**src/pfm_pkg.sv**
```systemverilog
// Package of constants for the point-of-load fault protection manager
`default_nettype none
package pfm_pkg;
    localparam logic [4:0] PROT_CONFIG_ADDR    = 5'h00;
    localparam logic [4:0] FAULT_FLAGS_ADDR    = 5'h16;
    localparam logic [7:0] PROT_CONFIG_RESET   = 8'h43;
    localparam logic [7:0] FAULT_FLAGS_RESET   = 8'hfe;
    localparam int RF_CHECK_BIT    = 7;
    localparam int PHASE_CHECK_BIT = 6;
    localparam int RF_LATCH_BIT    = 5;
    localparam int HEAT_LATCH_BIT  = 4;
    localparam int CL_LATCH_BIT    = 3;
    localparam int LV_LATCH_BIT    = 2;
    localparam int HV_LATCH_BIT    = 1;
    localparam int PH_LATCH_BIT    = 0;
    localparam int ST_HEAT_WARN    = 7;
    localparam int ST_IN_WINDOW    = 6;
    localparam int ST_RAMP_FOLLOW  = 5;
    localparam int ST_HEAT         = 4;
    localparam int ST_CURRENT      = 3;
    localparam int ST_LOW_V        = 2;
    localparam int ST_HIGH_V       = 1;
    localparam int CLK_MHZ         = 100;
    localparam int RETRY_MS        = 130;
    localparam int RETRY_CYCLES    = RETRY_MS * 1000 * CLK_MHZ;
    // Turn-off style encodings
    localparam logic [1:0] OFF_SEQUENCED = 2'h0;
    localparam logic [1:0] OFF_CRITICAL  = 2'h1;
    localparam logic [1:0] OFF_EMERGENCY = 2'h2;
    typedef enum logic [1:0] {PFM_RUN, PFM_OFF, PFM_WAIT} pfm_state_type;
endpackage : pfm_pkg
`default_nettype wire

```
**src/pfm_protection.sv**
```systemverilog
// Fault detection, turn-off control, retry and status registers of the converter
//
// Contract
// RULE1: In steady state, output below low limit without current fault trips sequenced off.
// RULE2: Temperature above 130 C trips heat fault with regular turn-off.
// RULE3: Non-latching heat fault restarts once temperature is below 120 C warning.
// RULE4: During ramp-up, tracking error above 250 mV trips ramp-follow fault, fast off.
// RULE5: Config bit 7 enables ramp-follow checking.
// RULE6: Ramp-follow checking stops at power good and stays off through margining.
// RULE7: Low and high limits track the targeted nominal or margin setpoint.
// RULE8: Above prebias, output over high limit trips high-voltage error, emergency off.
// RULE9: High limit programmable 110-130 percent, at least 0.5 V, 0.25 V above setpoint.
// RULE10: Non-latching faults retry every 130 ms until the condition clears.
// RULE11: Latching faults stay off; restart after 130 ms once cleared and released.
// RULE12: Config bits 5..0 select latching per protection, 1 latching.
// RULE13: Config bit 6 enables phase-voltage error detection.
// RULE14: Heat, low and high voltage have selectable sequenced, critical or emergency off.
// RULE15: Active conditions read as 0 in the status register.
// RULE16: Writing 1 to a fault bit of the status register clears that latched fault.
// RULE17: Status bits 7..1: warning, power good, ramp, heat, current, low, high.
// RULE18: The power manager reads status and publishes it to monitoring software.
// RULE19: Latching and propagation are configured per protection independently.
// RULE20: Above prebias, current at limit trips current-limit fault with fast off.
// RULE21: Comparisons arrive as synchronous inputs; retry interval counted on mclk.
`default_nettype none
module pfm_protection
    import pfm_pkg::*;
#(
    parameter int RETRY_COUNT = RETRY_CYCLES
) (
    input  wire logic       mclk,               // 100 MHz clock
    input  wire logic       reset_n,            // Asynchronous reset, active low
    input  wire logic [4:0] reg_addr,           // Register address
    input  wire logic       reg_wr,             // Register write strobe
    input  wire logic       reg_rd,             // Register read strobe
    input  wire logic [7:0] reg_wdata,          // Register write data
    output logic      [7:0] reg_rdata,          // Register read data
    input  wire logic       turn_on_cmd,        // Turn-on command level
    input  wire logic       ramping_up,         // Output is ramping up
    input  wire logic       steady_state,       // Output at steady state
    input  wire logic       above_prebias,      // Output above prebias level
    input  wire logic       output_in_window,   // Power good, high = good
    input  wire logic       below_low_limit,    // Output below scaled low limit
    input  wire logic       above_high_limit,   // Output above scaled high limit
    input  wire logic       current_at_limit,   // Current reached limit
    input  wire logic       temp_over_130,      // Temperature above 130 C
    input  wire logic       temp_over_120,      // Temperature above 120 C warning
    input  wire logic       track_err_250mv,    // Tracking difference above 250 mV
    input  wire logic       phase_error,        // Phase voltage error
    input  wire logic [1:0] heat_off_style,     // Heat turn-off style
    input  wire logic [1:0] low_v_off_style,    // Low-voltage turn-off style
    input  wire logic [1:0] high_v_off_style,   // High-voltage turn-off style
    output logic            converter_enable,   // Converter allowed to run
    output logic            ramp_down_req,      // Sequenced ramp-down request
    output logic            high_side_off,      // Force high-side switch off
    output logic            low_side_on,        // Force low-side switch on
    output logic            phase_fault         // Phase voltage error tripped, held until reset
);
    // Threshold scaling and the high limit clamp live in the analogue monitor [RULE7] [RULE9]
    pfm_state_type state_reg, state_next;
    logic [7:0]  config_reg;
    logic [5:0]  latched_reg;     // Ramp, heat, current, low, high, phase
    logic [31:0] retry_reg;
    logic        rf_armed_reg;
    logic [1:0]  style_reg, style_next;
    logic        write_cfg, write_st;
    logic        trip_rf, trip_heat, trip_cl, trip_lv, trip_hv, trip_ph;
    logic [5:0]  trip_vec, clear_vec, cond_vec;
    logic        any_trip, cond_clear, retry_done, all_nonlatch, latched_any;
    logic        released, was_on_reg;

    assign write_cfg      = reg_wr && (reg_addr == PROT_CONFIG_ADDR);
    assign write_st       = reg_wr && (reg_addr == FAULT_FLAGS_ADDR);
    // Ramp-follow armed from start of ramp until power good [RULE6]
    assign trip_rf   = config_reg[RF_CHECK_BIT] && rf_armed_reg && ramping_up
                       && track_err_250mv; // [RULE4] [RULE5]
    assign trip_heat = temp_over_130; // [RULE2]
    assign trip_cl   = above_prebias && current_at_limit; // [RULE20]
    assign trip_lv   = steady_state && below_low_limit && !current_at_limit; // [RULE1]
    assign trip_hv   = above_prebias && above_high_limit; // [RULE8]
    assign trip_ph   = config_reg[PHASE_CHECK_BIT] && phase_error; // [RULE13]
    assign trip_vec  = {trip_rf, trip_heat, trip_cl, trip_lv, trip_hv, trip_ph};
    assign any_trip  = (state_reg == PFM_RUN) && converter_enable && (|trip_vec);
    // Heat clears at warning threshold, others when their trip input drops [RULE3]
    assign cond_vec  = {track_err_250mv, temp_over_120, current_at_limit,
                        below_low_limit, above_high_limit, trip_ph};
    assign cond_clear   = ~|(cond_vec & latched_reg);
    assign clear_vec    = write_st ? {reg_wdata[ST_RAMP_FOLLOW], reg_wdata[ST_HEAT],
                          reg_wdata[ST_CURRENT], reg_wdata[ST_LOW_V],
                          reg_wdata[ST_HIGH_V], 1'b0} : 6'h00; // [RULE16]
    assign latched_any  = |(latched_reg & config_reg[5:0]); // [RULE12] [RULE19]
    assign all_nonlatch = !latched_any;
    assign released     = turn_on_cmd && !was_on_reg;
    assign retry_done   = (retry_reg >= RETRY_COUNT[31:0] - 32'h1); // [RULE21]

    always_comb begin
        style_next = style_reg;
        if (trip_rf || trip_cl)
            style_next = OFF_CRITICAL; // [RULE4] [RULE20]
        else if (trip_hv)
            style_next = high_v_off_style; // [RULE14] [RULE8]
        else if (trip_lv)
            style_next = low_v_off_style; // [RULE14]
        else if (trip_heat)
            style_next = heat_off_style; // [RULE14]
        else if (trip_ph)
            style_next = OFF_CRITICAL;
    end

    always_comb begin
        state_next = state_reg;
        case (state_reg)
            PFM_RUN: begin
                if (any_trip)
                    state_next = PFM_OFF;
            end
            PFM_OFF: begin
                if (retry_done)
                    state_next = PFM_WAIT; // [RULE10] [RULE11]
            end
            PFM_WAIT: begin
                if (cond_clear && (all_nonlatch || released))
                    state_next = PFM_RUN; // [RULE10] [RULE11]
            end
            default: state_next = PFM_RUN;
        endcase
    end

    always_ff @(posedge mclk or negedge reset_n) begin
        if (!reset_n) begin
            state_reg <= PFM_RUN;
            style_reg <= OFF_SEQUENCED;
            was_on_reg <= 1'b0;
        end else begin
            state_reg <= state_next;
            was_on_reg <= turn_on_cmd;
            if (any_trip)
                style_reg <= style_next;
        end
    end

    always_ff @(posedge mclk or negedge reset_n) begin
        if (!reset_n)
            retry_reg <= 32'h0;
        else if (state_reg != PFM_OFF)
            retry_reg <= 32'h0;
        else if (!retry_done)
            retry_reg <= retry_reg + 32'h1; // [RULE21]
    end

    always_ff @(posedge mclk or negedge reset_n) begin
        if (!reset_n)
            rf_armed_reg <= 1'b1;
        else if (output_in_window)
            rf_armed_reg <= 1'b0; // [RULE6]
        else if (!converter_enable)
            rf_armed_reg <= 1'b1;
    end

    // Set wins over a clear in the same cycle
    always_ff @(posedge mclk or negedge reset_n) begin
        if (!reset_n)
            latched_reg <= 6'h00;
        else
            latched_reg <= (latched_reg & ~clear_vec)
                           | (any_trip ? trip_vec : 6'h00); // [RULE16]
    end

    always_ff @(posedge mclk or negedge reset_n) begin
        if (!reset_n)
            config_reg <= PROT_CONFIG_RESET;
        else if (write_cfg)
            config_reg <= reg_wdata; // [RULE5] [RULE12] [RULE13]
    end

    // Status: active warning and latched faults read 0, power good reads 1, bit 0 reserved reads 0 [RULE15] [RULE17]
    logic [7:0] status_word;
    assign status_word = {!temp_over_120, output_in_window, !latched_reg[5],
                          !latched_reg[4], !latched_reg[3], !latched_reg[2],
                          !latched_reg[1], 1'b0};

    always_ff @(posedge mclk or negedge reset_n) begin
        if (!reset_n)
            reg_rdata <= 8'h00;
        else if (reg_rd && reg_addr == PROT_CONFIG_ADDR)
            reg_rdata <= config_reg;
        else if (reg_rd && reg_addr == FAULT_FLAGS_ADDR)
            reg_rdata <= status_word; // [RULE15]
        else if (reg_rd)
            reg_rdata <= 8'h00;
    end

    // Switch control from state and captured style [RULE14]
    logic off_now;
    assign off_now = (state_reg != PFM_RUN);
    always_ff @(posedge mclk or negedge reset_n) begin
        if (!reset_n) begin
            converter_enable <= 1'b0;
            ramp_down_req    <= 1'b0;
            high_side_off    <= 1'b1;
            low_side_on      <= 1'b0;
            phase_fault      <= 1'b0;
        end else begin
            converter_enable <= !off_now && !any_trip && turn_on_cmd;
            ramp_down_req    <= (off_now || any_trip)
                                && (any_trip ? style_next : style_reg) == OFF_SEQUENCED;
            high_side_off    <= (off_now || any_trip)
                                && (any_trip ? style_next : style_reg) != OFF_SEQUENCED;
            low_side_on      <= (off_now || any_trip)
                                && (any_trip ? style_next : style_reg) == OFF_EMERGENCY;
            // Shows the phase error on the same edge as the switch outputs
            phase_fault      <= latched_reg[0] || (any_trip && trip_ph); // [RULE13]
        end
    end
endmodule // pfm_protection
`default_nettype wire

```
**config.mk**
```make
export PLATFORM = sky130hd
export DESIGN_NAME = pfm_protection
export DESIGN_NICKNAME = d
export VERILOG_FILES = /design/src/pfm_pkg.sv /design/src/pfm_protection.sv
export SDC_FILE = /design/constraint.sdc
export NUM_CORES = 1
export LEC_CHECK = 0
export BUFFER_PORTS_ARGS = -buffer_cell sky130_fd_sc_hd__buf_4
export CAP_MARGIN = 20
export CORE_ASPECT_RATIO = 0.5
export CORE_MARGIN = 8
export CORE_UTILIZATION = 40
export DETAILED_ROUTE_END_ITERATION = 6
export PLACE_DENSITY = 0.66
export SETUP_SLACK_MARGIN = 0.05
export SLEW_MARGIN = 10
export SYNTH_ARGS = -nofsm -noshare
export SYNTH_HDL_FRONTEND = slang
export SYNTH_SLANG_ARGS = --single-unit
```
**constraint.sdc**
```tcl
create_clock -name mclk -period 6.3 [get_ports mclk]
set_input_delay 0.945 -clock mclk [delete_from_list [all_inputs] [get_ports mclk]]
set_output_delay 0.945 -clock mclk [all_outputs]
set_load 0.02 [all_outputs]
```
Yosys cells after proc, flatten, opt, wreduce, memory -nomap -nowiden
Index checks and enable logic that the tools add are counted.
{ "word_totals": {"elab_cells": 97, "register_bits": 65, "in_bits": 35} }
{ "classes": {"n_eq_ne": 10, "reduce_logical": 48, "magnitude_cmp": 1, "mux": 19, "bitwise_logic": 5, "add_sub_neg": 1} }
{ "ops": {"columns": ["cell", "count"], "rows": [
  ["$mux W32", 2],
  ["$add A32 B1 Y32 const B", 1],
  ["$ge A32 B24 Y1 const B", 1],
  ["$mux W8", 3],
  ["$logic_and A1 B1 Y1", 22],
  ["$and A6 B6 Y6", 3],
  ["$mux W2", 9],
  ["$reduce_or A6 Y1", 3],
  ["$logic_not A1 Y1", 12],
  ["$mux W6", 2],
  ["$ne A2 B2 Y1 const B", 4],
  ["$not A6 Y6", 1],
  ["$or A6 B6 Y6", 1],
  ["$pmux W2 S3", 1],
  ["$eq A5 B5 Y1 const B", 1],
  ["$logic_not A5 Y1", 1],
  ["$eq A2 B2 Y1 const B", 2],
  ["$logic_not A2 Y1", 2],
  ["$logic_or A1 B1 Y1", 4],
  ["$ne A2 B1 Y1 const B", 2],
  ["$reduce_bool A2 Y1", 2],
  ["$reduce_and A3 Y1", 1],
  ["$reduce_bool A3 Y1", 1],
  ["$eq A2 B1 Y1 const B", 1],
  ["$mux W1", 2]
]} }

Depth between registers and ports, before layout
Gate-level depths: netlist of run 1.
{ "logic_depth": {"word_depth": 9, "depth_mapped": 8} }

Least setup slack after synthesis of run 1
OpenSTA, ideal clock, no wires.
{ "synth_path": {"path_type": "input-to-reg", "from": "input port reg_addr[0]", "to": "register config_reg[2]", "setup_time_ps": 125, "slack_ps": 4006, "path_buffers": 0, "cell_stages": 4, "t_arrival_ps": 2169, "cell_sequence": "nor2_1 nor4b_2 nand2_1 mux2_2"} }
{ "synth_via": {"elab_chain_cells": 2} }
{ "synth_rtl": {"columns": ["element", "line", "source"], "rows": [
  ["start: declaration", "pfm_protection.sv:33", "input wire logic [4:0] reg_addr,"],
  ["$logic_not A5 Y1", "pfm_protection.sv:72", "assign write_cfg = reg_wr && (reg_addr == PROT_CONFIG_ADDR);"],
  ["$logic_and A1 B1 Y1", "pfm_protection.sv:72", null],
  ["end signal: assignment", "pfm_protection.sv:173", "config_reg <= reg_wdata;"],
  ["end: declaration", "pfm_protection.sv:61", "logic [7:0] config_reg;"]
]} }
Every way passes these cells.
A chain may end at the register's enable or synchronous reset.

Final worst setup path of run 1
{ "layout_path": {"from": "register retry_reg[20]", "to": "register retry_reg[23]"} }
{ "layout_via": {"elab_chain_cells": 3, "elab_cells_between_ends": 5, "classes_between": "add/sub: 1; order compare: 1; eq/ne: 1; mux: 2"} }
{ "layout_rtl": {"columns": ["element", "line", "source"], "rows": [
  ["start: declaration", "pfm_protection.sv:63", "logic [31:0] retry_reg;"],
  ["start signal: assignment", "pfm_protection.sv:148", "retry_reg <= retry_reg + 32'h1;"],
  ["$add A32 B1 Y32", "pfm_protection.sv:148", null],
  ["$mux W32", "pfm_protection.sv:147", "else if (!retry_done)"],
  ["$mux W32", "pfm_protection.sv:145", "else if (state_reg != PFM_OFF)"]
]} }
Parallel ways exist; a longest one is shown, timed or not. The select of a mux whose other input is x is not followed.

==> out/summary.md, run 1 <==
For the largest voltage drop on the vdd net, the log shows 0.199 mV. The synthesized design contains 0 enable-type register cells. At the later pin of the worst-skew pair, clock insertion delay measures 0.32 ns. The number of detailed-routing iterations run before antenna repair was 4; the clock slew seen by the registers of the worst setup and hold paths was 0.05 ns. The routed length per placed instance is 16.4 µm, and the share of cells above drive strength 1 is 21.8%.

For the worst setup path, the data required time is 6.51 ns. For the area of the mapped netlist, the log shows 3180 µm². The count of endpoints failing hold in the final timing report is 0, and the final antenna diode count is 0.

Routability-driven placement finished with a final weighted congestion of 0.821. In this run switching power makes up 22.5% of total power. Setup violations remaining at the end of the flow were counted as 0. The core region is 7860 µm². Adding up every negative setup slack in the final design gives 0 ns. After layout, the worst path uses 43.4% of the clock period.

The analysis attributes to net switching a power of 0.000219 W. STA puts the critical path data arrival time at 2.94 ns. Dividing total power by cell area gives a power density of 250 nW/µm².

The final total power was 0.000973 W; the Yosys warning count was 0. Startpoint of the lowest-slack register-to-register path: retry_reg[20]$_DFFE_PN0P_. The residual antenna-violating net count after detailed routing is 0, and the combinational fraction of design power is 7.5%.

The logs give 0.00631 ns for the setup skew after layout and 2761 for the via total after detailed routing. Counting every net in the synthesized netlist gives 360. The library cells used most frequently in the layout, excluding fill and tap cells, are sky130_fd_sc_hd__dfrtp_1 (59), sky130_fd_sc_hd__buf_4 (49), sky130_fd_sc_hd__a21oi_1 (35), sky130_fd_sc_hd__nand2_1 (30), sky130_fd_sc_hd__nor2_1 (20).

Origin of the worst min-delay path: rf_armed_reg$_DFFE_PN1P_. Post-CTS timing repair inserted 0 buffers for setup. The final count of pins violating max slew came out at 0. The number of flip-flops in the largest register was 32. After floorplanning, the core was divided into 23 placement rows. The logs give 3.56 ns for the minimum setup slack among reg-to-reg paths and 0.366 GHz for the maximum clock frequency. For the clock tree buffer depth, the log shows 2.

Relative max-transition margin: 30.4%. After technology mapping, the gate count stands at 324. Sequential fraction of the synthesis area: 50.6%. The share of async-settable or async-resettable flops after synthesis was 100%; the number of cells on the worst hold path was 2. Summing all placed instances gives a cell area of 3610 µm². The critical path capture point type is a register.

Worst min-delay path class: reg2reg. 48 I/O pins were placed. The logs give 0.000754 W for the internal power component and 0 for the sum of overflow across all layers after global routing. Post-detailed-route via-to-cell ratio: 5.66. For this run, the total global-route usage over all layers was measured as 14.6%. The synthesized netlist contains 49 unique library cells.

The first global-routing pass estimated 13300 µm of wire. Setup repair after global routing left no endpoint under its margin. The power share of the clock group was 46.6%. The transition time at the pin with the least slew margin works out to 1.04 ns.

Across the run, the number of max-cap violations was 0. The net count of the finished layout is 407. Buffers placed on the I/O ports in this run total 47. The routed design could run at a clock period as short as 2.74 ns. For this block, the initial DRC count from the detailed router was 212.

Along the worst path, the maximum fanout reaches 13. The area growth from synthesis to layout is 22.6%. The library cell used most frequently in the layout, excluding fill and tap cells, is sky130_fd_sc_hd__dfrtp_1. After routing the design area is 3900 µm². The run finished with clean final reports.

In this run the clock root is driven by a sky130_fd_sc_hd__clkbuf_16. For the number of clock sinks, the log shows 64. For the area enclosed by the die boundary, the log shows 11200 µm². TritonCTS built the clock tree. The DRC violation count after routing was 0. Gates resized during post-CTS repair numbered 0. STA classifies the critical path startpoint as a register. The largest total area in the synthesized netlist belongs to sky130_fd_sc_hd__dfrtp_1. The path with the worst hold slack has its endpoint at rf_armed_reg$_DFFE_PN1P_. The setup path with the least slack is of type reg2reg. After synthesis, the mean cell area works out to 9.80 µm². Buffers inserted to repair hold after CTS numbered 0. The total wire length came out at 8010 µm. TritonCTS created 9 clock buffers. Measured in cells, the most critical reg-to-reg path has a length of 6. The floorplan step set the die height to 79.0 µm. Initial antenna violation count: 0. Registers are responsible for 46.0% of the overall power.

The logs give 2726 for the number of global-route vias before repair and 5660 µm for the estimated wirelength of the detail-placed design. For this configuration, the core starts out at a cell density of 40.4%. For the total number of H-tree levels, the log shows 3. The most instantiated flip-flop cell in the synthesis netlist was sky130_fd_sc_hd__dfrtp_1. Yosys attributes the largest share of cell area to sky130_fd_sc_hd__dfrtp_1 (46%), sky130_fd_sc_hd__a21oi_1 (5.5%), sky130_fd_sc_hd__dfstp_2 (4.1%), sky130_fd_sc_hd__nand2_1 (3.5%), sky130_fd_sc_hd__mux2_2 (2.8%). The pin count of the biggest net entering global routing is 65. In this run the static leakage power is 1.74 nW. The horizontal die dimension came out at 142 µm. Counting flops and latches in the post-synthesis netlist gives 64. After synthesis, the largest area contributor takes up 46.5% of total cell area. Endpoint of the worst-slack reg-to-reg timing path: retry_reg[23]$_DFFE_PN0P_.
-- worst max path at each step --
stage                                    startpoint                        end  slack, ns
after floorplan                         reg_addr[0]  config_reg[2]$_DFFE_PN0P_       4.01
after global placement                  reg_addr[0]  config_reg[4]$_DFFE_PN0P_       3.63
after detailed placement                reg_addr[0]  config_reg[3]$_DFFE_PN0P_       3.57
after CTS                 retry_reg[20]$_DFFE_PN0P_  retry_reg[23]$_DFFE_PN0P_       3.59
after global routing      retry_reg[21]$_DFFE_PN0P_  retry_reg[23]$_DFFE_PN0P_       3.42
final                     retry_reg[20]$_DFFE_PN0P_  retry_reg[23]$_DFFE_PN0P_       3.56
-- synthesized netlist by cell type, types with 2 or more instances --
master                       n
sky130_fd_sc_hd__dfrtp_1    59
sky130_fd_sc_hd__a21oi_1    35
sky130_fd_sc_hd__nand2_1    30
sky130_fd_sc_hd__nor2_1     20
sky130_fd_sc_hd__nand4_1    12
sky130_fd_sc_hd__o31ai_1    12
sky130_fd_sc_hd__and2_1     11
sky130_fd_sc_hd__inv_1      11
sky130_fd_sc_hd__nor3_1     11
sky130_fd_sc_hd__or4_1      11
sky130_fd_sc_hd__clkbuf_1    9
sky130_fd_sc_hd__nand3_1     9
sky130_fd_sc_hd__o21ai_0     9
sky130_fd_sc_hd__mux2_2      8
sky130_fd_sc_hd__a22oi_1     7
sky130_fd_sc_hd__or3_1       6
sky130_fd_sc_hd__dfstp_2     5
sky130_fd_sc_hd__nand2b_1    5
sky130_fd_sc_hd__a22o_1      4
sky130_fd_sc_hd__and3_1      4
sky130_fd_sc_hd__nor4_1      4
sky130_fd_sc_hd__o2bb2ai_1   4
sky130_fd_sc_hd__a31oi_1     3
sky130_fd_sc_hd__buf_2       3
sky130_fd_sc_hd__mux2i_1     3
sky130_fd_sc_hd__a41o_1      2
sky130_fd_sc_hd__buf_6       2
sky130_fd_sc_hd__nor2b_1     2
sky130_fd_sc_hd__o211a_1     2
sky130_fd_sc_hd__o311ai_0    2
-- per-stage QoR --
stage / util, % / instances / setup slack [ns] / hold slack, ns
after global placement: 46.0 / 471 / 3.63 / 0.451
after CTS: 49.5 / 487 / 3.59 / 0.481
after floorplan: - / 324 / 4.01 / 0.441
final: 49.6 / 488 / 3.56 / 0.476
after detailed placement: 46.0 / 471 / 3.57 / 0.469
after global routing: 49.6 / 488 / 3.42 / 0.504
-- cell type report --
type                       count  area [µm²]
clock buffer                  13         260
clock inverter                 3        17.5
fill                         716        3960
inverter                      11        41.3
multi-input combinational    235        1460
sequential                    64        1610
tap                          112         140
timing repair buffer          50         373
-- power groups by stage --
| stage | clock network (W) | logic [W] | registers, W |
|---|---|---|---|
| 2_1_floorplan | 0 | 0.0000260 | 0.000455 |
| 3_3_place_gp | 0 | 0.0000709 | 0.000452 |
| 3_5_place_dp | 0 | 0.0000732 | 0.000454 |
| 4_1_cts | 0.000462 | 0.0000735 | 0.000447 |
| 5_1_grt | 0.000483 | 0.0000798 | 0.000448 |
| 6_report | 0.000453 | 0.0000726 | 0.000447 |
-- cells by family (layout without fill, tap and decap cells) --
family                   count (synthesis)  count (layout)  share of synthesized area, %
flip-flops                              64              64                          50.6
AND/OR/NAND/NOR                        133             133                          22.9
multiplexers                            11              11                          3.78
AO/OA/AOI/OAI                           90              90                          18.7
buffers and inverters                   25              77                          3.54
adder cells (fa/ha/maj)                  1               1                         0.394
-- routing by layer --
| layer | vias up | track usage, % | wire length [µm] |
|---|---|---|---|
| met5 | - | 0 | 0 |
| met4 | 0 | 5.10 | 109 |
| met3 | 10 | 3.59 | 337 |
| met2 | 67 | 24.6 | 4020 |
| met1 | 1371 | 18.1 | 3550 |
| li1 | 1313 | - | - |
-- critical path: stages (launching register included) --
cell and delay [ns]:
sky130_fd_sc_hd__dfrtp_1 0.39, sky130_fd_sc_hd__or3_4 0.40, sky130_fd_sc_hd__or3_1 0.38, sky130_fd_sc_hd__nor3_1 0.85, sky130_fd_sc_hd__buf_4 0.32, sky130_fd_sc_hd__nor3_1 0.06, sky130_fd_sc_hd__a22o_1 0.22
Power figures use the tool's default switching activity.
==> run 2: changes to the inputs <==
--- a/config.mk
+++ b/config.mk
@@ -11,7 +11,7 @@
 export CORE_MARGIN = 8
 export CORE_UTILIZATION = 40
 export DETAILED_ROUTE_END_ITERATION = 6
-export PLACE_DENSITY = 0.66
+export PLACE_DENSITY = 0.69
 export SETUP_SLACK_MARGIN = 0.05
 export SLEW_MARGIN = 10
 export SYNTH_ARGS = -nofsm -noshare
==> constraint.sdc (replaced) <==
create_clock -name mclk -period 2.2 [get_ports mclk]
set_input_delay 0.33 -clock mclk [delete_from_list [all_inputs] [get_ports mclk]]
set_output_delay 0.33 -clock mclk [all_outputs]
set_load 0.02 [all_outputs]
==> out/summary.md, run 2 (same netlist as run 1, synthesis figures left out) <==
For the number of core rows, the log shows 23 (unchanged). The logs give 0 (unchanged) for the final antenna diode count and 54.8% (+5.3 points) for the final design utilization. The transition time at the pin with the least slew margin was 0.797 ns (-0.238 ns); the number of clock sinks was 64 (unchanged). The placer congestion estimate is 0.840 (+2.3%). The shortest period the worst path allows is 2.26 ns (-0.477 ns), and the horizontal die dimension is 142 µm (unchanged). Startpoint of the lowest-slack register-to-register path: retry_reg[20]$_DFFE_PN0P_. The flow ran to the end, but the final reports show violations. The tools report the worst setup path startpoint as retry_reg[20]$_DFFE_PN0P_.

The logs give 2915 (+6.9%) for the number of global-route vias before repair and 7.5% (about the same) for the combinational fraction of design power. The logs give 0 (unchanged) for the sum of overflow across all layers after global routing and 2982 (+8.0%) for the via total after detailed routing. The routed length per placed instance came out at 16.8 µm (+2.5%). The starting density of the core came out at 40.4% (unchanged). The total wire length was 8730 µm (+9.0%); the largest fanout of any net on the critical path was 5 (-8). The ratio of total power to cell area was 638 nW/µm² (+160%); the switching share of total power was 22.7% (+0.20 points). The run gives 0 (unchanged) as the residual antenna-violating net count after detailed routing.

The path class of the tightest hold or removal check is in2async. The area added between synthesis and finish works out to 35.6%. The largest voltage drop on the vdd net is 0.366 mV (+84%), and the area enclosed by the die boundary is 11200 µm² (unchanged).

The post-layout net count was 438 (+7.6%). The logs give 0.000624 W (+190%) for the net switching power of the design and 0 (unchanged) for the reported max-cap violation count. The tools report the clock tree buffer depth as 2 (unchanged).

The static leakage came out at 1.96 nW (+12%). TritonCTS built the clock tree. Leaving out fill and tap cells, the most frequent cell in the layout is sky130_fd_sc_hd__buf_4. The final count of pins violating max slew is 0 (unchanged), and the wire length of the first global-routing pass is 14000 µm (+5.5%). The critical path capture point type is a register.

Number of port buffers: 47 (unchanged). The pin count of the biggest net entering global routing is 65 (unchanged), and the estimated wirelength of the detail-placed design is 5960 µm (+5.4%). For the setup slack after layout, the log shows -0.0584 ns (-3.62 ns).

Setup repair after global routing could not meet its margin everywhere. The internal power component came out at 0.00213 W (+180%). The logs give 3 (unchanged) for the total number of H-tree levels and 46.4% (+0.4 points) for the sequential share of power. For the number of detailed-routing iterations run before antenna repair, the log shows 5 (+1). The number of flip-flops in the largest register is 32 (unchanged). The DRC violation count after routing is 0 (unchanged). For the relative max-transition margin, the log shows 46.9% (+16 points). The count of endpoints failing hold in the final timing report is 0 (unchanged). The clock latency on the worst-skew pair was 0.32 ns (about the same). The violation count after the first detailed-route iteration came out at 231 (+9.0%).

The count of filler cells inserted in the layout was 661 (-7.7%); the initial antenna violation count was 0 (unchanged). The tools report the maximum clock frequency as 0.443 GHz (+21%). The clock tree root driver cell was sky130_fd_sc_hd__clkbuf_16. The ratio of final minimum period to clock period was 103% (+59 points).

The total of endpoints with negative setup slack in the final report was 9 (+9). The worst path required time came out at 2.44 ns (-4.07 ns). The share of cells above drive strength 1 came out at 34.2% (+12 points). The post-detailed-route via-to-cell ratio is 5.75 (+1.6%), and the final cell area excluding filler cells is 4310 µm² (+11%). The worst slack on hold paths came out at 0.0894 ns (-0.387 ns). The launching element type of the critical path was a register. The critical path in this run is classified as reg2reg. The die height was 79.0 µm (unchanged). The library cells used most frequently in the layout, excluding fill and tap cells, are sky130_fd_sc_hd__buf_4 (73), sky130_fd_sc_hd__dfrtp_1 (59), sky130_fd_sc_hd__a21oi_1 (30), sky130_fd_sc_hd__nand2_1 (29), sky130_fd_sc_hd__nor2_1 (20). Number of I/O pins: 48 (unchanged). The power share of the clock group came out at 46.1% (-0.5 points). The final reports fail on negative setup slack. Placeable core area: 7860 µm² (unchanged). The overall routing resource usage came out at 15.4% (+0.77 points). The clock slew seen by the registers of the worst setup and hold paths is 0.05 ns (about the same), and the worst-case setup slack after placement is -0.0916 ns (-3.66 ns). The tools report the clock buffer count from CTS as 9 (unchanged). The setup skew after layout was 0.0108 ns (+0.00446 ns); the arrival time reported for the critical path endpoint was 2.50 ns (-0.44 ns).

The total cell area at the placement stage is 3790 µm² (+4.9%).
-- run 2: cell count changes in the layout (fill, tap and decap cells not counted), sizes merged --
cell and delta:
buf +31, clkinv +1, clkbuf -1
-- run 2: cell type report --
class                   count  area, µm²  share of cell area (%)
flip-flops and latches     64       1610                    37.3
clock buffers              12        246                    5.72
clock inverters             4       22.5                   0.523
well taps                 112        140                    3.25
multi-input cells         235       1610                    37.3
repair buffers             81        642                    14.9
inverters                  11       41.3                   0.958
-- run 2: final timing paths --
path / to / slack (ns) / cells after the start
max: retry_reg[4]$_DFFE_PN0P_ / -0.06 / 6
min: reg_rdata[3]$_DFFE_PN0P_ / 0.09 / 1
max reg2reg: retry_reg[4]$_DFFE_PN0P_ / -0.06 / 6
min reg2reg: rf_armed_reg$_DFFE_PN1P_ / 0.46 / 2
max in group asynchronous: retry_reg[2]$_DFFE_PN0P_ / 1.58 / 1
min in group mclk: was_on_reg$_DFF_PN0_ / 0.13 / 1
-- run 2: power by group through the flow --
stage                     sequential, W  combinational, W  clock, W
after floorplan                 0.00130         0.0000746         0
after global placement          0.00129          0.000204         0
after detailed placement        0.00130          0.000209         0
after CTS                       0.00128          0.000210   0.00129
after global routing            0.00128          0.000228   0.00136
final                           0.00128          0.000206   0.00127
-- run 2: worst max-delay path, stage by stage, from the launching register on --
cell and delay, ns:
sky130_fd_sc_hd__dfrtp_1 0.38, sky130_fd_sc_hd__or3_4 0.39, sky130_fd_sc_hd__o211a_1 0.23, sky130_fd_sc_hd__or3_4 0.37
sky130_fd_sc_hd__buf_6 0.15, sky130_fd_sc_hd__or4_4 0.51, sky130_fd_sc_hd__a21oi_2 0.15
-- run 2: layer usage --
| layer | vias up | routed length [µm] | GRT usage [%] |
|---|---|---|---|
| li1 | 1382 | - | - |
| met1 | 1463 | 3730 | 18.7 |
| met2 | 123 | 4340 | 26.4 |
| met3 | 14 | 527 | 4.01 |
| met4 | 0 | 128 | 5.10 |
| met5 | - | 0 | 0 |
-- run 2: what timing repair did --
item | in CTS | in global routing
gates cloned | 1 | 2
hold buffers | 0 | 0
pin swaps | 17 | 9
resized for setup | 14 | 28
setup endpoints to repair | 18 | 19
buffers inserted | 3 | 3
-- run 2: metrics by stage --
step / power (W) / instances / TNS, ns
after global placement: 0.00150 / 494 / 0
after CTS: 0.00277 / 514 / -0.124
after global routing: 0.00287 / 519 / -1.07
final: 0.00275 / 519 / -0.222
after floorplan: 0.00138 / 324 / -0.0112
after detailed placement: 0.00150 / 494 / -0.303
==> run 3: changes to the inputs <==
--- a/config.mk
+++ b/config.mk
@@ -8,7 +8,7 @@
 export BUFFER_PORTS_ARGS = -buffer_cell sky130_fd_sc_hd__buf_4
 export CAP_MARGIN = 20
 export CORE_ASPECT_RATIO = 0.5
-export CORE_MARGIN = 8
+export CORE_MARGIN = 4
 export CORE_UTILIZATION = 40
 export DETAILED_ROUTE_END_ITERATION = 6
 export PLACE_DENSITY = 0.69
==> out/summary.md, run 3 (same netlist as run 1, synthesis figures left out) <==
The post-detailed-route via-to-cell ratio is 5.80 (+1.0%). The number of flip-flops in the largest register is 32 (unchanged), and the clock buffer count from CTS is 9 (unchanged). The share of cells above drive strength 1 is 32.4% (-1.8 points).

The tools report the clock tree root driver cell as sky130_fd_sc_hd__clkbuf_16. The pin count of the biggest net entering global routing was 65 (unchanged); the routed length per placed instance was 17.5 µm (+4.2%). The logs give 0 (unchanged) for the initial antenna violation count and 7510 µm² (-4.3%) for the placeable core area. For the post-layout net count, the log shows 423 (-3.4%). The run gives 14100 µm (+0.49%) as the wire length of the first global-routing pass.

The horizontal die dimension is 134 µm (-5.6%). The tools report the final cell area excluding filler cells as 4260 µm² (-1.1%). The run gives 0 (unchanged) as the DRC violation count after routing. The clock tree buffer depth came out at 2 (unchanged). The area added between synthesis and finish was 34.1%. STA classifies the critical path endpoint as a register. The run gives 8770 µm (+0.42%) as the total wire length. The run gives -0.0577 ns (+0.000693 ns) as the setup slack after layout.

The number of detailed-routing iterations run before antenna repair was 4 (-1). The critical path's top delay family is simple AND/OR/NAND/NOR gates. Number of I/O pins: 48 (unchanged).

The ratio of final minimum period to clock period came out at 103% (about the same). The library cell used most frequently in the layout, excluding fill and tap cells, is sky130_fd_sc_hd__buf_4. The post-CTS setup buffer count came out at 0 (-3).

The count of endpoints failing hold in the final timing report was 0 (unchanged); the violation count after the first detailed-route iteration was 304 (+32%). TritonCTS built the clock tree. The total of endpoints with negative setup slack in the final report was 13 (+4); the path length in cells of the critical path was 6 (unchanged). The run gives 2902 (-2.7%) as the via total after detailed routing.

The largest fanout of any net on the critical path was 16 (+11); the worst slack on hold paths was 0.0861 ns (-0.00335 ns). Estimated wirelength of the detail-placed design: 5700 µm (-4.4%). The worst stage delay on the critical path is 0.50 ns (about the same). The overall routing resource usage was 18.6% (+3.2 points); the static leakage was 1.92 nW (-2.2%). The die height was 71.0 µm (-10%); the placer congestion estimate was 0.895 (+6.5%).

The checks that failed: negative setup slack. The number of port buffers came out at 47 (unchanged). The global routing usage on met2 was 32.0% (+5.6 points). The number of cells on the worst reg-to-reg path is 6 (unchanged), and the setup skew after layout is 0.00674 ns (-0.00403 ns). The tools report the final antenna diode count as 0 (unchanged).

The final count of pins violating max slew is 0 (unchanged). The buffering stage count on the worst path with inverters included is 1 (unchanged). The number of core rows is 22 (-4.3%). Largest voltage drop on the vdd net: 0.333 mV (-9.1%). The starting density of the core was 42.3% (+1.8 points). The run finished, with violations left. For the sum of overflow across all layers after global routing, the log shows 0 (unchanged).

The shortest period the worst path allows was 2.26 ns (-0.000693 ns). The area enclosed by the die boundary is 9520 µm² (-15%). Critical path class: reg2reg. The clock latency on the worst-skew pair was 0.33 ns (about the same). The residual antenna-violating net count after detailed routing came out at 0 (unchanged). The met3 track utilization from global routing was 5.89% (+1.9 points); the reported max-cap violation count was 0 (unchanged). The worst path required time is 2.46 ns (+0.02 ns). Worst min-delay path class: in2async. The routing usage on met1 is 21.8% (+3.2 points). The clock slew seen by the registers of the worst setup and hold paths is 0.05 ns (about the same). In the layout the commonest cells are sky130_fd_sc_hd__buf_4 (64), sky130_fd_sc_hd__dfrtp_1 (59), sky130_fd_sc_hd__nand2_1 (30), sky130_fd_sc_hd__a21oi_1 (27), sky130_fd_sc_hd__nor2_1 (20). The arrival time reported for the critical path endpoint came out at 2.51 ns (about the same). Walking the worst path, the cells encountered are or3_4 -> o211a_1 -> or3_4 -> buf_12 -> or4_1 -> a21oi_1. Number of clock sinks: 64 (unchanged).

The total number of H-tree levels came out at 3 (unchanged). The tools report the launching element type of the critical path as a register. The tools report the total cell area at the placement stage as 3750 µm² (-1.2%). The transition time at the pin with the least slew margin came out at 0.831 ns (+0.0338 ns).

For the maximum clock frequency, the log shows 0.443 GHz (about the same). Most crowded layer after global routing: met2. For the number of global-route vias before repair, the log shows 2940 (+0.86%). Setup repair after global routing could not meet its margin everywhere. On the critical path, the stage with the largest delay is an instance of sky130_fd_sc_hd__or4_1. The relative max-transition margin is 44.6% (-2.3 points), and the ratio of total power to cell area is 717 nW/µm² (+12%).

The cell that appears most often on the critical path is sky130_fd_sc_hd__or3_4. The tools report the count of filler cells inserted in the layout as 642 (-2.9%).
-- run 3: changes by cell type in the layout (fill, tap and decap cells not counted), sizes merged --
cell | previous run | this run
clkinv | 3 | 1
bufinv | 0 | 2
clkbuf | 12 | 10
inv | 11 | 13
bufbuf | 0 | 1
buf | 81 | 65
-- run 3: final timing paths --
kind	startpoint	to	slack (ns)
min reg2reg	rf_armed_reg$_DFFE_PN1P_	rf_armed_reg$_DFFE_PN1P_	0.47
min	reset_n	retry_reg[10]$_DFFE_PN0P_	0.09
max reg2reg	retry_reg[20]$_DFFE_PN0P_	retry_reg[13]$_DFFE_PN0P_	-0.06
max in group asynchronous	reset_n	ramp_down_req$_DFF_PN0_	1.56
max	retry_reg[20]$_DFFE_PN0P_	retry_reg[13]$_DFFE_PN0P_	-0.06
min in group mclk	turn_on_cmd	was_on_reg$_DFF_PN0_	0.12
-- run 3: metrics by stage --
stage	total power, W	setup slack, ns	utilization (%)	instances	TNS (ns)
final	0.00305	-0.0577	56.7	500	-0.539
after global routing	0.00315	-0.107	56.7	500	-1.19
after CTS	0.00307	-0.0398	54.9	500	-0.396
after detailed placement	0.00151	-0.103	49.9	483	-0.618
after global placement	0.00149	-0.0195	49.9	483	-0.0690
after floorplan	0.00138	-0.0112	-	324	-0.0112
-- run 3: final cells by class --
| cell class | instances | area [µm²] | share of cell area (%) |
|---|---|---|---|
| timing repair buffer | 66 | 533 | 12.5 |
| clock buffer | 10 | 239 | 5.61 |
| multi-input combinational | 235 | 1610 | 37.9 |
| tap | 108 | 135 | 3.17 |
| clock inverter | 6 | 90.1 | 2.11 |
| sequential | 64 | 1610 | 37.7 |
| inverter | 11 | 41.3 | 0.969 |
-- run 3: timing repair --
item,in CTS,in global routing
endpoints found under the setup margin,14,25
resized for setup,3,27
cloned,1,0
hold buffers,0,0
pin swaps,5,5
-- run 3: worst reg2reg max path, stage by stage, from the launching register on --
cell and delay [ns]:
sky130_fd_sc_hd__dfrtp_1 0.38, sky130_fd_sc_hd__or3_4 0.39, sky130_fd_sc_hd__o211a_1 0.24, sky130_fd_sc_hd__or3_4 0.36, sky130_fd_sc_hd__buf_12 0.17, sky130_fd_sc_hd__or4_1 0.50
sky130_fd_sc_hd__a21oi_1 0.14
-- run 3: where the power goes --
part	switching, W	internal (W)	total (W)
clock	0.000540	0.00103	0.00157
sequential	0.0000387	0.00124	0.00128
combinational	0.000107	0.000102	0.000209
-- run 3: metal layers --
| metal | vias up | wire [µm] |
|---|---|---|
| met1 | 1419 | 3640 |
| met4 | 0 | 133 |
| met5 | - | 0 |
| li1 | 1347 | - |
| met3 | 13 | 751 |
| met2 | 123 | 4240 |
